<file path="config.mk">
export PLATFORM = sky130hd
export DESIGN_NAME = port_strap_and_pin_mode_mux
export DESIGN_NICKNAME = d
export VERILOG_FILES = /design/src/strap_mux_pkg.sv /design/src/port_strap_and_pin_mode_mux.sv
export SDC_FILE = /design/constraint.sdc
export NUM_CORES = 1
export LEC_CHECK = 0
export ABC_AREA = 0
export BUFFER_PORTS_ARGS = -buffer_cell sky130_fd_sc_hd__buf_2
export CORE_AREA = 2 2 173 175
export DETAILED_ROUTE_END_ITERATION = 7
export DIE_AREA = 0 0 175 177
export GPL_TIMING_DRIVEN = 0
export SYNTH_ARGS = -nofsm -noshare
export SYNTH_HDL_FRONTEND = slang
export SYNTH_SLANG_ARGS = --single-unit
</file>
<file path="constraint.sdc">
create_clock -name clk_sys -period 5.3 [get_ports clk_sys]
set_clock_uncertainty 0.1 [all_clocks]
set_input_delay 0.53 -clock clk_sys [delete_from_list [all_inputs] [get_ports clk_sys]]
set_output_delay 0.53 -clock clk_sys [all_outputs]
set_load 0.03 [all_outputs]
</file>
<file path="src/strap_mux_pkg.sv">
// package: constants and carrier types for the strap capture and pin mode mux
package strap_mux_pkg;
    localparam int ACCESS_PORTS        = 8;
    localparam int STRAP_WIDTH         = 16;
    localparam int MODULE_DETECT_BIT   = 9;
    localparam int POWER_SAVE_BIT      = 11;
    localparam int TIMEOUT_RESET_BIT   = 12;
    localparam int CLK_MHZ             = 250;
    localparam int TIMEOUT_SECONDS     = 5;
    // cycles = seconds * MHz * 1e6 (1.25e9, fits 32 bits unsigned)
    localparam longint TIMEOUT_CYCLES_L = longint'(TIMEOUT_SECONDS) * CLK_MHZ * 1000000;
    localparam logic [31:0] TIMEOUT_CYCLES = TIMEOUT_CYCLES_L[31:0];
    localparam logic [1:0] MODE_RMII = 2'h3;
    localparam logic [1:0] MODE_MII  = 2'h1;
    localparam logic [1:0] MODE_GENERAL_PURPOSE_SERIAL_MODE = 2'h0;
    localparam logic [1:0] UPLINK_MII = 2'h3;
    localparam logic [3:0] PULL_NONE4 = 4'h0;

    // per access port receive-side pins seen by the pads
    typedef struct packed {
        logic [3:0] rxd;
        logic       crs_dv;
        logic       col;
        logic       txclk;
        logic       rxclk;
    } port_rx_t;

    // per pin pull control, one bit per receive-side pin
    typedef struct packed {
        logic [3:0] rxd;
        logic       crs_dv;
        logic       col;
        logic       txclk;
        logic       rxclk;
    } port_pull_t;

    // captured straps
    typedef struct packed {
        logic       module_detect;
        logic       power_save;
        logic       timeout_reset;
        logic [7:0] user;
    } strap_t;
endpackage

</file>
<file path="src/port_strap_and_pin_mode_mux.sv">
// module: reset-time strap capture, access/uplink pin mode mux and timeout reset
`timescale 1ns/1ns

module port_strap_and_pin_mode_mux #(
    parameter logic [31:0] TIMEOUT_COUNT = strap_mux_pkg::TIMEOUT_CYCLES
) (
    input  wire logic                          clk_sys,
    input  wire logic                          rst,
    input  wire logic [15:0]                   strap_pins,
    input  wire logic [7:0]                    access_port_tx_enable_in,
    output logic      [7:0]                    access_port_tx_enable_out,
    output logic      [7:0]                    access_port_tx_enable_oe,
    input  wire logic [15:0]                   port_interface_select_ctrl,
    input  wire logic [1:0]                    uplink_interface_select_ctrl,
    input  wire logic [7:0]                    module_present,
    input  wire logic                          uplink_present,
    input  wire strap_mux_pkg::port_rx_t [7:0] port_rx_pins,
    input  wire logic [7:0]                    mac_tx_en,
    input  wire logic [31:0]                   mac_txd,
    output logic      [31:0]                   port_txd_pins,
    output strap_mux_pkg::port_rx_t [7:0]      mac_rx,
    output strap_mux_pkg::port_pull_t [7:0]    pull_up,
    output strap_mux_pkg::port_pull_t [7:0]    pull_down,
    output logic      [7:0]                    clk_out_en,
    output logic                               uplink_mode_ok,
    output logic      [8:0]                    uplink_pull_up,
    output logic      [1:0]                    uplink_pull_down,
    input  wire logic [7:0]                    fsm_busy,
    output logic                               timeout_reset_req,
    output strap_mux_pkg::strap_t              straps,
    output logic                               detect_enable,
    output logic                               power_save_enable,
    output logic      [7:0]                    strap_readback_second
);
    // ==========================================================
    // strap capture
    strap_mux_pkg::strap_t next_straps;
    logic                  out_ready;
    logic                  next_out_ready;

    // sample only while reset is high; frozen afterwards
    always_comb begin
        next_straps = straps;
        next_out_ready = 1'b1;
        if (rst) begin
            next_straps.module_detect = strap_pins[strap_mux_pkg::MODULE_DETECT_BIT];
            next_straps.power_save    = strap_pins[strap_mux_pkg::POWER_SAVE_BIT];
            next_straps.timeout_reset = strap_pins[strap_mux_pkg::TIMEOUT_RESET_BIT];
            next_straps.user          = access_port_tx_enable_in;
            next_out_ready = 1'b0;
        end
    end

    // no reset branch here: the straps themselves are what reset captures
    always_ff @(posedge clk_sys) begin
        straps    <= next_straps;
        out_ready <= next_out_ready;
    end

    assign detect_enable         = straps.module_detect;
    assign power_save_enable     = straps.power_save;
    assign strap_readback_second = straps.user;

    // tx enable only drives once straps are safely held
    always_comb begin
        access_port_tx_enable_oe = out_ready ? 8'hFF : 8'h00;
    end

    // ==========================================================
    // access port mode mux
    function automatic logic [1:0] port_mode(input logic [15:0] f, input int p);
        port_mode = f[2*p +: 2];
    endfunction

    logic [31:0] next_txd;
    logic [7:0]  next_txen;

    genvar g;
    generate
        for (g = 0; g < strap_mux_pkg::ACCESS_PORTS; g++) begin : g_port
            // transmit outputs are registered, mac_rx is not; unused lanes held low
            always_comb begin
                next_txd[4*g +: 4] = 4'h0;
                next_txen[g]       = mac_tx_en[g];
                mac_rx[g]          = '0;
                pull_up[g]         = '0;
                pull_down[g]       = '0;
                clk_out_en[g]      = 1'b0;
                pull_down[g].col   = 1'b1;
                if (detect_enable && !module_present[g]) begin
                    // no module: every input pulled, transmit data and enable still driven, clock output off
                    pull_up[g].rxd    = 4'hF;
                    pull_up[g].crs_dv = 1'b1;
                    pull_up[g].txclk  = 1'b1;
                    pull_up[g].rxclk  = 1'b1;
                    next_txd[4*g +: 4] = mac_txd[4*g +: 4];
                end else begin
                    case (port_mode(port_interface_select_ctrl, g))
                        strap_mux_pkg::MODE_RMII: begin
                            mac_rx[g].rxd[1:0] = port_rx_pins[g].rxd[1:0];
                            mac_rx[g].crs_dv   = port_rx_pins[g].crs_dv;
                            next_txd[4*g +: 2] = mac_txd[4*g +: 2];
                            pull_up[g].rxd[3:2] = 2'h3;
                            pull_up[g].txclk    = 1'b1;
                            pull_up[g].rxclk    = 1'b1;
                        end
                        strap_mux_pkg::MODE_MII: begin
                            mac_rx[g] = port_rx_pins[g];
                            next_txd[4*g +: 4] = mac_txd[4*g +: 4];
                            pull_down[g].col = 1'b0;
                            clk_out_en[g] = 1'b1;
                        end
                        strap_mux_pkg::MODE_GENERAL_PURPOSE_SERIAL_MODE: begin
                            mac_rx[g].rxd[0] = port_rx_pins[g].rxd[0];
                            mac_rx[g].crs_dv = port_rx_pins[g].crs_dv;
                            mac_rx[g].col    = port_rx_pins[g].col;
                            mac_rx[g].txclk  = port_rx_pins[g].txclk;
                            mac_rx[g].rxclk  = port_rx_pins[g].rxclk;
                            next_txd[4*g]    = mac_txd[4*g];
                            pull_up[g].rxd[3:1] = 3'h7;
                            pull_down[g].col = 1'b0;
                            clk_out_en[g] = 1'b1;
                        end
                        default: begin
                            // reserved code: treat as unused, rxd and crs_dv pulled up, col pulled down, tx enable off
                            pull_up[g].rxd = 4'hF;
                            pull_up[g].crs_dv = 1'b1;
                            next_txen[g] = 1'b0;
                        end
                    endcase
                end
            end
        end
    endgenerate

    // registered transmit pins
    always_ff @(posedge clk_sys) begin
        if (rst) begin
            port_txd_pins             <= 32'h0;
            access_port_tx_enable_out <= 8'h00;
        end else begin
            port_txd_pins             <= next_txd;
            access_port_tx_enable_out <= next_txen;
        end
    end

    // ==========================================================
    // uplink: mii only
    // pull order: rxd3..0, rxdv, rxclk, txen, refclk, txclk / crs, col
    always_comb begin
        uplink_mode_ok   = uplink_interface_select_ctrl == strap_mux_pkg::UPLINK_MII;
        uplink_pull_up   = 9'h000;
        uplink_pull_down = 2'h0;
        if (detect_enable && !uplink_present) begin
            uplink_pull_up   = 9'h1FF;
            uplink_pull_down = 2'h3;
        end
    end

    // ==========================================================
    // timeout watchdog
    logic [31:0] busy_cnt;
    logic [31:0] next_busy_cnt;
    logic        next_timeout;

    // counter restarts whenever every machine is idle
    always_comb begin
        next_busy_cnt = 32'h0;
        next_timeout  = 1'b0;
        if (straps.timeout_reset && |fsm_busy) begin
            next_busy_cnt = (busy_cnt == TIMEOUT_COUNT) ? busy_cnt : busy_cnt + 32'h1;
            next_timeout  = busy_cnt == TIMEOUT_COUNT;
        end
    end

    always_ff @(posedge clk_sys) begin
        if (rst) begin
            busy_cnt          <= 32'h0;
            timeout_reset_req <= 1'b0;
        end else begin
            busy_cnt          <= next_busy_cnt;
            timeout_reset_req <= next_timeout;
        end
    end

    // ==========================================================
    // checks
    property p_strap_hold;
        @(posedge clk_sys) disable iff (rst) !$past(rst) |-> $stable(straps);
    endproperty
    a_strap_hold: assert property (p_strap_hold) else $error("strap changed after reset");

    property p_capture;
        @(posedge clk_sys) rst |=> straps.user == $past(access_port_tx_enable_in);
    endproperty
    a_capture: assert property (p_capture) else $error("user strap not captured");

    property p_oe_off;
        @(posedge clk_sys) rst |=> access_port_tx_enable_oe == 8'h00;
    endproperty
    a_oe_off: assert property (p_oe_off) else $error("tx enable driven in reset");

    property p_uplink;
        @(posedge clk_sys) disable iff (rst)
            (detect_enable && !uplink_present) |-> uplink_pull_down == 2'h3;
    endproperty
    a_uplink: assert property (p_uplink) else $error("uplink pulldown missing");

    property p_timeout;
        @(posedge clk_sys) disable iff (rst)
            timeout_reset_req |-> $past(straps.timeout_reset) && $past(|fsm_busy);
    endproperty
    a_timeout: assert property (p_timeout) else $error("spurious timeout reset");

    property p_mii_clk;
        @(posedge clk_sys) disable iff (rst)
            (port_interface_select_ctrl[1:0] == strap_mux_pkg::MODE_RMII && module_present[0])
                |-> !clk_out_en[0];
    endproperty
    a_mii_clk: assert property (p_mii_clk) else $error("rmii port drives clock");

    c_timeout: cover property (@(posedge clk_sys) timeout_reset_req);
    c_detect: cover property (@(posedge clk_sys) detect_enable && !module_present[0]);
    c_mii: cover property (@(posedge clk_sys) clk_out_en[0]);
endmodule

</file>
==> results.toml, run 1 <==
[route]
vias = 5035
antenna_left = 0
first_pass_iters = 4
drt-vias-per-instance = 3.53
drt_iter0_drc = 168
totalWireLength_microns = 18500
routedWlPerCell_microns = 13.0
drc = 0

[yosys]
syn-cell-area_sq_um = 4870
synth_warnings = 0
yosysTopAreaCell = "dfxtp_1"
yosys-top-cells-area = "dfxtp_1 (30%), buf_4 (18%), and2_1 (9.6%), edfxtp_1 (6.8%), nor2_1 (4.8%)"
synthAdderAreaFrac_pct = 0.513
synth_top_area_share_pct = 30.4
synth-seq-area-share_pct = 37.2
synth_top_family_by_area = "simple AND/OR/NAND/NOR gates"
synth_xor_area_share_pct = 5.03
synth_seq_cells = 85
synthMuxAreaShare_pct = 0.436
ys_types = 37
synth_area_per_cell_sq_um = 8.29
synth_cells = 588
synth_compound_area_share_pct = 1.95
synth-simple-area-share_pct = 33.1

[timing]
min_period_over_period_pct = 65.7
tns_ps = 0
rsz0062_at_grt = "false"
finalHoldViolCount = 0
setup_ws_ps = 1820
tightest_slew_ps = 796
slew_violations = 0
fin_crit_ps = 3480
slew_headroom_pct = 46.9
setup_viol = 0
max_freq_mhz = 287

[clock_tree]
cts-root-buf = "clkbuf_16"
cts_resized = 0
ctsLongestPathBuffers = 2
clk_pin_slew_ps = 70
insertion_delay_ps = 350
cts.sinks = 85
cts_hold_buf = 0
cts-buffers-inserted = 9
cts_tree = "yes"
cts_setup_buffers = 0
htree_num_levels = 3

[grt]
antenna_found_initial = 3
use_met3_pct = 3.11
grt_pass1_vias = 4595
grt.busiest_layer = "met2"
grt_util_met1_pct = 13.7
grt.total_usage_pct = 11.2
grt_pass1_wl_microns = 26400
overflow = 0
grt_max_degree = 17
grt_use_met2_pct = 19.6

[job]
drv_cap = 0

[floorplanning]
core_sq_um = 29200
dieHeight_microns = 177
dieWidth_microns = 175
start_util_pct = 16.7
rows = 63
ioPinCount = 447
die_area_sq_um = 31000

[min_path]
hold_path.class = "input pin to flop"

[setup_path]
critPathKind = "flop to output port"
critPathLaunchType = "flop"
slowest_delay_ps = 800
slowest_stage = "edfxtp_1"
cp.required_ps = 4670
path_max_fanout = 11
worst-path-buf-inv = 3
cp_top_family = "buffers and inverters"
crit_path_end_kind = "output port"
arrival_ps = 2850
path_cells = "clkbuf_1, nor2b_1, buf_4, buf_2"

[finish]
num-fill-cells = 3231
area_delta_synth_final_pct = 59.0
final_layout_size_suffix_gt1_share_pct = 50.0
antennaDiodeCount = 0
final_area_sq_um = 7750
num-nets-final = 1198
fin_cells = 1426

[placed_design]
dp_hpwl_microns = 15800
gp_congestion = 0.793
place_ws_ps = 2250
dpl-instance-area_sq_um = 7450
place_inst = 1410
io_buffers = 369

[power_and_ir_drop]
peakVddDrop_v = 0.000137
leakagePower_uw = 0.00421
p_per_area_nw_per_um2 = 259
report.power.total_uw = 2010

[outcome]
status = "finished, final reports clean"
-- routing by layer --
layer	routed length [microns]	vias up	share of wire (%)
met5	40	-	0.22
met4	240	6	1.3
met3	1110	21	6.0
met2	9450	191	51
met1	7670	2252	41
li1	-	2565	-
-- path summary, 6_finish.rpt --
| path | start | endpoint | slack (ps) | cells after the start |
|---|---|---|---|---|
| max | detect_enable | uplink_pull_up[4] | 1820 | 4 |
| min | access_port_tx_enable_in[2] | strap_readback_second[2] | 250 | 1 |
| max reg2reg | detect_enable | port_txd_pins[8] | 2890 | 5 |
| min reg2reg | busy_cnt[6] | busy_cnt[6] | 420 | 2 |
-- stage by stage --
step,hold slack (ps),utilization [%]
4_1_cts,233,26.5
5_1_grt,231,26.5
6_report,252,26.5
2_1_floorplan,371,-
3_3_place_gp,393,25.5
3_5_place_dp,408,25.5
-- sequential cells by signal (all words and copies together) (netlist names) --
name,cells
port_txd_pins,32
detect_enable,1
access_port_tx_enable_out,8
out_ready,1
straps,1
busy_cnt,32
power_save_enable,1
strap_readback_second,8
timeout_reset_req,1
-- cell families (layout without fill, tap and decap cells) --
logic type | Yosys count | after routing
DFF | 85 | 85
buffers and inverters | 164 | 549
xor gates and xnor gates | 28 | 28
AOI/OAI and AO/OA | 19 | 19
adders and majority gates | 2 | 2
and+or+nand+nor | 287 | 287
muxes | 2 | 2
other | 1 | 64
-- cell type report --
| cell class | instances | area [sq um] | area share, % |
|---|---|---|---|
| timing repair buffer | 369 | 1850 | 23.8 |
| inverter | 40 | 150 | 1.94 |
| clock buffer | 10 | 229 | 2.95 |
| multi-input combinational | 402 | 2240 | 28.9 |
| clock inverter | 6 | 76.3 | 0.985 |
| sequential | 85 | 1810 | 23.4 |
| tap | 390 | 488 | 6.30 |
| buffer | 124 | 908 | 11.7 |
-- synth_stat cells, drive strengths merged --
master	n
nand2b	25
inv	40
buf	117
conb	1
nor4bb	1
and3	10
clkbuf	7
o21ai	1
nor3b	8
or3	3
ha	2
or2	8
xnor2	15
mux2i	1
xor2	13
nand3b	2
and2	75
and4bb	1
dfxtp	74
nand2	41
mux2	1
nand4	8
nor2b	9
nor4b	3
and4	3
nor3	8
or4	1
a21oi	18
nand3	13
nor2	62
nor4	6
edfxtp	11
-- power breakdown --
part / switching [uW] / total (uW) / internal [uW]
Clock: 298 / 673 / 376
Sequential: 13.0 / 689 / 676
Combinational: 431 / 645 / 214
-- placed cells by master (no fill, tap or decap), types with 18 or more instances in the layout --
| cell type | synthesis | final |
|---|---|---|
| conb_1 | 1 | 64 |
| dfxtp_1 | 74 | 74 |
| buf_4 | 116 | 116 |
| and2_1 | 75 | 75 |
| nand2b_1 | 25 | 25 |
| inv_1 | 40 | 40 |
| nor2_1 | 62 | 62 |
| a21oi_1 | 18 | 18 |
| nand2_1 | 41 | 41 |
| buf_2 | 0 | 369 |
(Power assumes the default switching activity.)
==> run 2, diff against run 1 <==
CORE_AREA = 2 2 174 176   (was 2 2 173 175)
DIE_AREA = 0 0 176 178   (was 0 0 175 177)
clock period = 2.9 ns   (was 5.3 ns; I/O delays follow)
==> run 2 against run 1 <==
  * Count of clock-buffer cells in the layout shrank 1
  * Flip-flop and latch count is the same
  * Global-route usage grew 0.25 points
  * Register-to-register slack lost 2200 ps
  * Worst hold slack lost 230 ps
  * Sequential share of layout area shrank 0.36 points
  * Die area grew 1.1%
  * Highest routed layer is now met4
  * Core utilization grew 0.27 points
  * Largest cell class unchanged
  * Critical path depth is the same
  * Power grew 84%
==> results.toml, run 2 (same netlist as run 1, synthesis figures left out) <==
[job]
drv_cap = 0

[timing]
finalHoldViolCount = 0
setup_ws_ps = 209
max_freq_mhz = 372
tns_ps = 0
tightest_slew_ps = 818
slew_violations = 0
slew_headroom_pct = 45.5
setup_viol = 0
fin_crit_ps = 2690
min_period_over_period_pct = 92.8
rsz0062_at_grt = "false"

[floorplanning]
rows = 63
dieHeight_microns = 178
start_util_pct = 16.6
dieWidth_microns = 176
ioPinCount = 447
die_area_sq_um = 31300
core_sq_um = 29400

[route]
vias = 5085
drt-vias-per-instance = 3.54
routedWlPerCell_microns = 13.2
drt_iter0_drc = 173
drc = 0
antenna_left = 0
totalWireLength_microns = 18900
first_pass_iters = 4

[setup_path]
reg2reg_from = "busy_cnt[0]"
cp.required_ps = 2510
path_max_fanout = 11
critPathKind = "flop to output port"
critPathLaunchType = "flop"
ff2ff_setup_slack_ps = 660
arrival_ps = 2300
startpoint = "detect_enable"
crit_path_end_kind = "output port"

[finish]
num-nets-final = 1210
reg.largest.list = "busy_cnt x32, port_txd_pins x32"
multi_input_area_sq_um = 2240
final_area_sq_um = 7870
regArea_sq_um = 1810
final_layout_size_suffix_gt1_share_pct = 49.6
final_common_cell = "buf_2"
area_delta_synth_final_pct = 61.5
num-fill-cells = 3213
antennaDiodeCount = 0
fin_util_pct = 26.8
final_cell_mix = "buf_2 (369), buf_4 (117), and2_1 (75), dfxtp_1 (74), conb_1 (64)"

[grt]
grt.total_usage_pct = 11.5
overflow = 0
grt_pass1_wl_microns = 27100
antenna_found_initial = 0
grt_pass1_vias = 4814
grt_max_degree = 20

[power_and_ir_drop]
report.power.total_uw = 3700
p_per_area_nw_per_um2 = 470
leakagePower_uw = 0.00426
peakVddDrop_v = 0.000215

[placed_design]
dp_hpwl_microns = 16000
place_ws_ps = 8.03
dpl-instance-area_sq_um = 7450
gp_congestion = 0.797
io_buffers = 369

[clock_tree]
insertion_delay_ps = 360
htree_num_levels = 3
cts-root-buf = "clkbuf_16"
ctsLongestPathBuffers = 2
cts-buffers-inserted = 9
clk_pin_slew_ps = 70
cts_resized = 0
cts.sinks = 85
cts_tree = "yes"

[min_path]
hp-start = "strap_pins[12]"
hold_path.class = "input pin to flop"

[outcome]
status = "finished, final reports clean"
-- run 2: stage by stage --
step	hold slack, ps	cells
CTS	1.90	1437
detailed placement	369	1410
global route	3.59	1438
global placement	368	1410
floorplan	289	651
finish	20.3	1438
-- run 2: worst paths after layout --
path / to / cells past startpoint
max: uplink_pull_up[2] / 4
min: straps[8] / 1
max reg2reg: busy_cnt[26] / 7
min reg2reg: busy_cnt[6] / 2
-- run 2: area by class of cell --
class,count,area share [%]
Multi-Input combinational cell,402,28.5
Buffer,124,11.5
Tap cell,390,6.20
Clock inverter,7,1.06
Inverter,40,1.91
Clock buffer,9,2.86
Timing Repair Buffer,381,25.0
Sequential cell,85,23.0
-- run 2: power breakdown --
| group | leakage [uW] | internal (uW) | switching (uW) | total [uW] |
|---|---|---|---|---|
| combinational | 0.00340 | 403 | 797 | 1200 |
| sequential | 0.000712 | 1240 | 19.2 | 1250 |
| clock | 0.000152 | 623 | 625 | 1250 |
| total | 0.00426 | 2260 | 1440 | 3700 |
-- run 2: metal layers --
layer	part of all wire, %	up-vias	routed length, microns	track usage (%)
met5	0	-	0	0
met4	1.2	0	219	2.44
met3	5.6	14	1060	2.79
met2	51	183	9730	20.5
met1	42	2295	7920	14.0
li1	-	2593	-	-
-- run 2: timing repair --
item                       CTS  global route
setup endpoints to repair   29             0
setup buffers                1             0
hold buffers                10             1
hold endpoints to repair    10             1
-- run 2: critical path: stages, from the launching register on --
cell and delay (ps):
edfxtp_1 380, clkbuf_1 540, nor2b_1 630, buf_4 210, buf_2 190
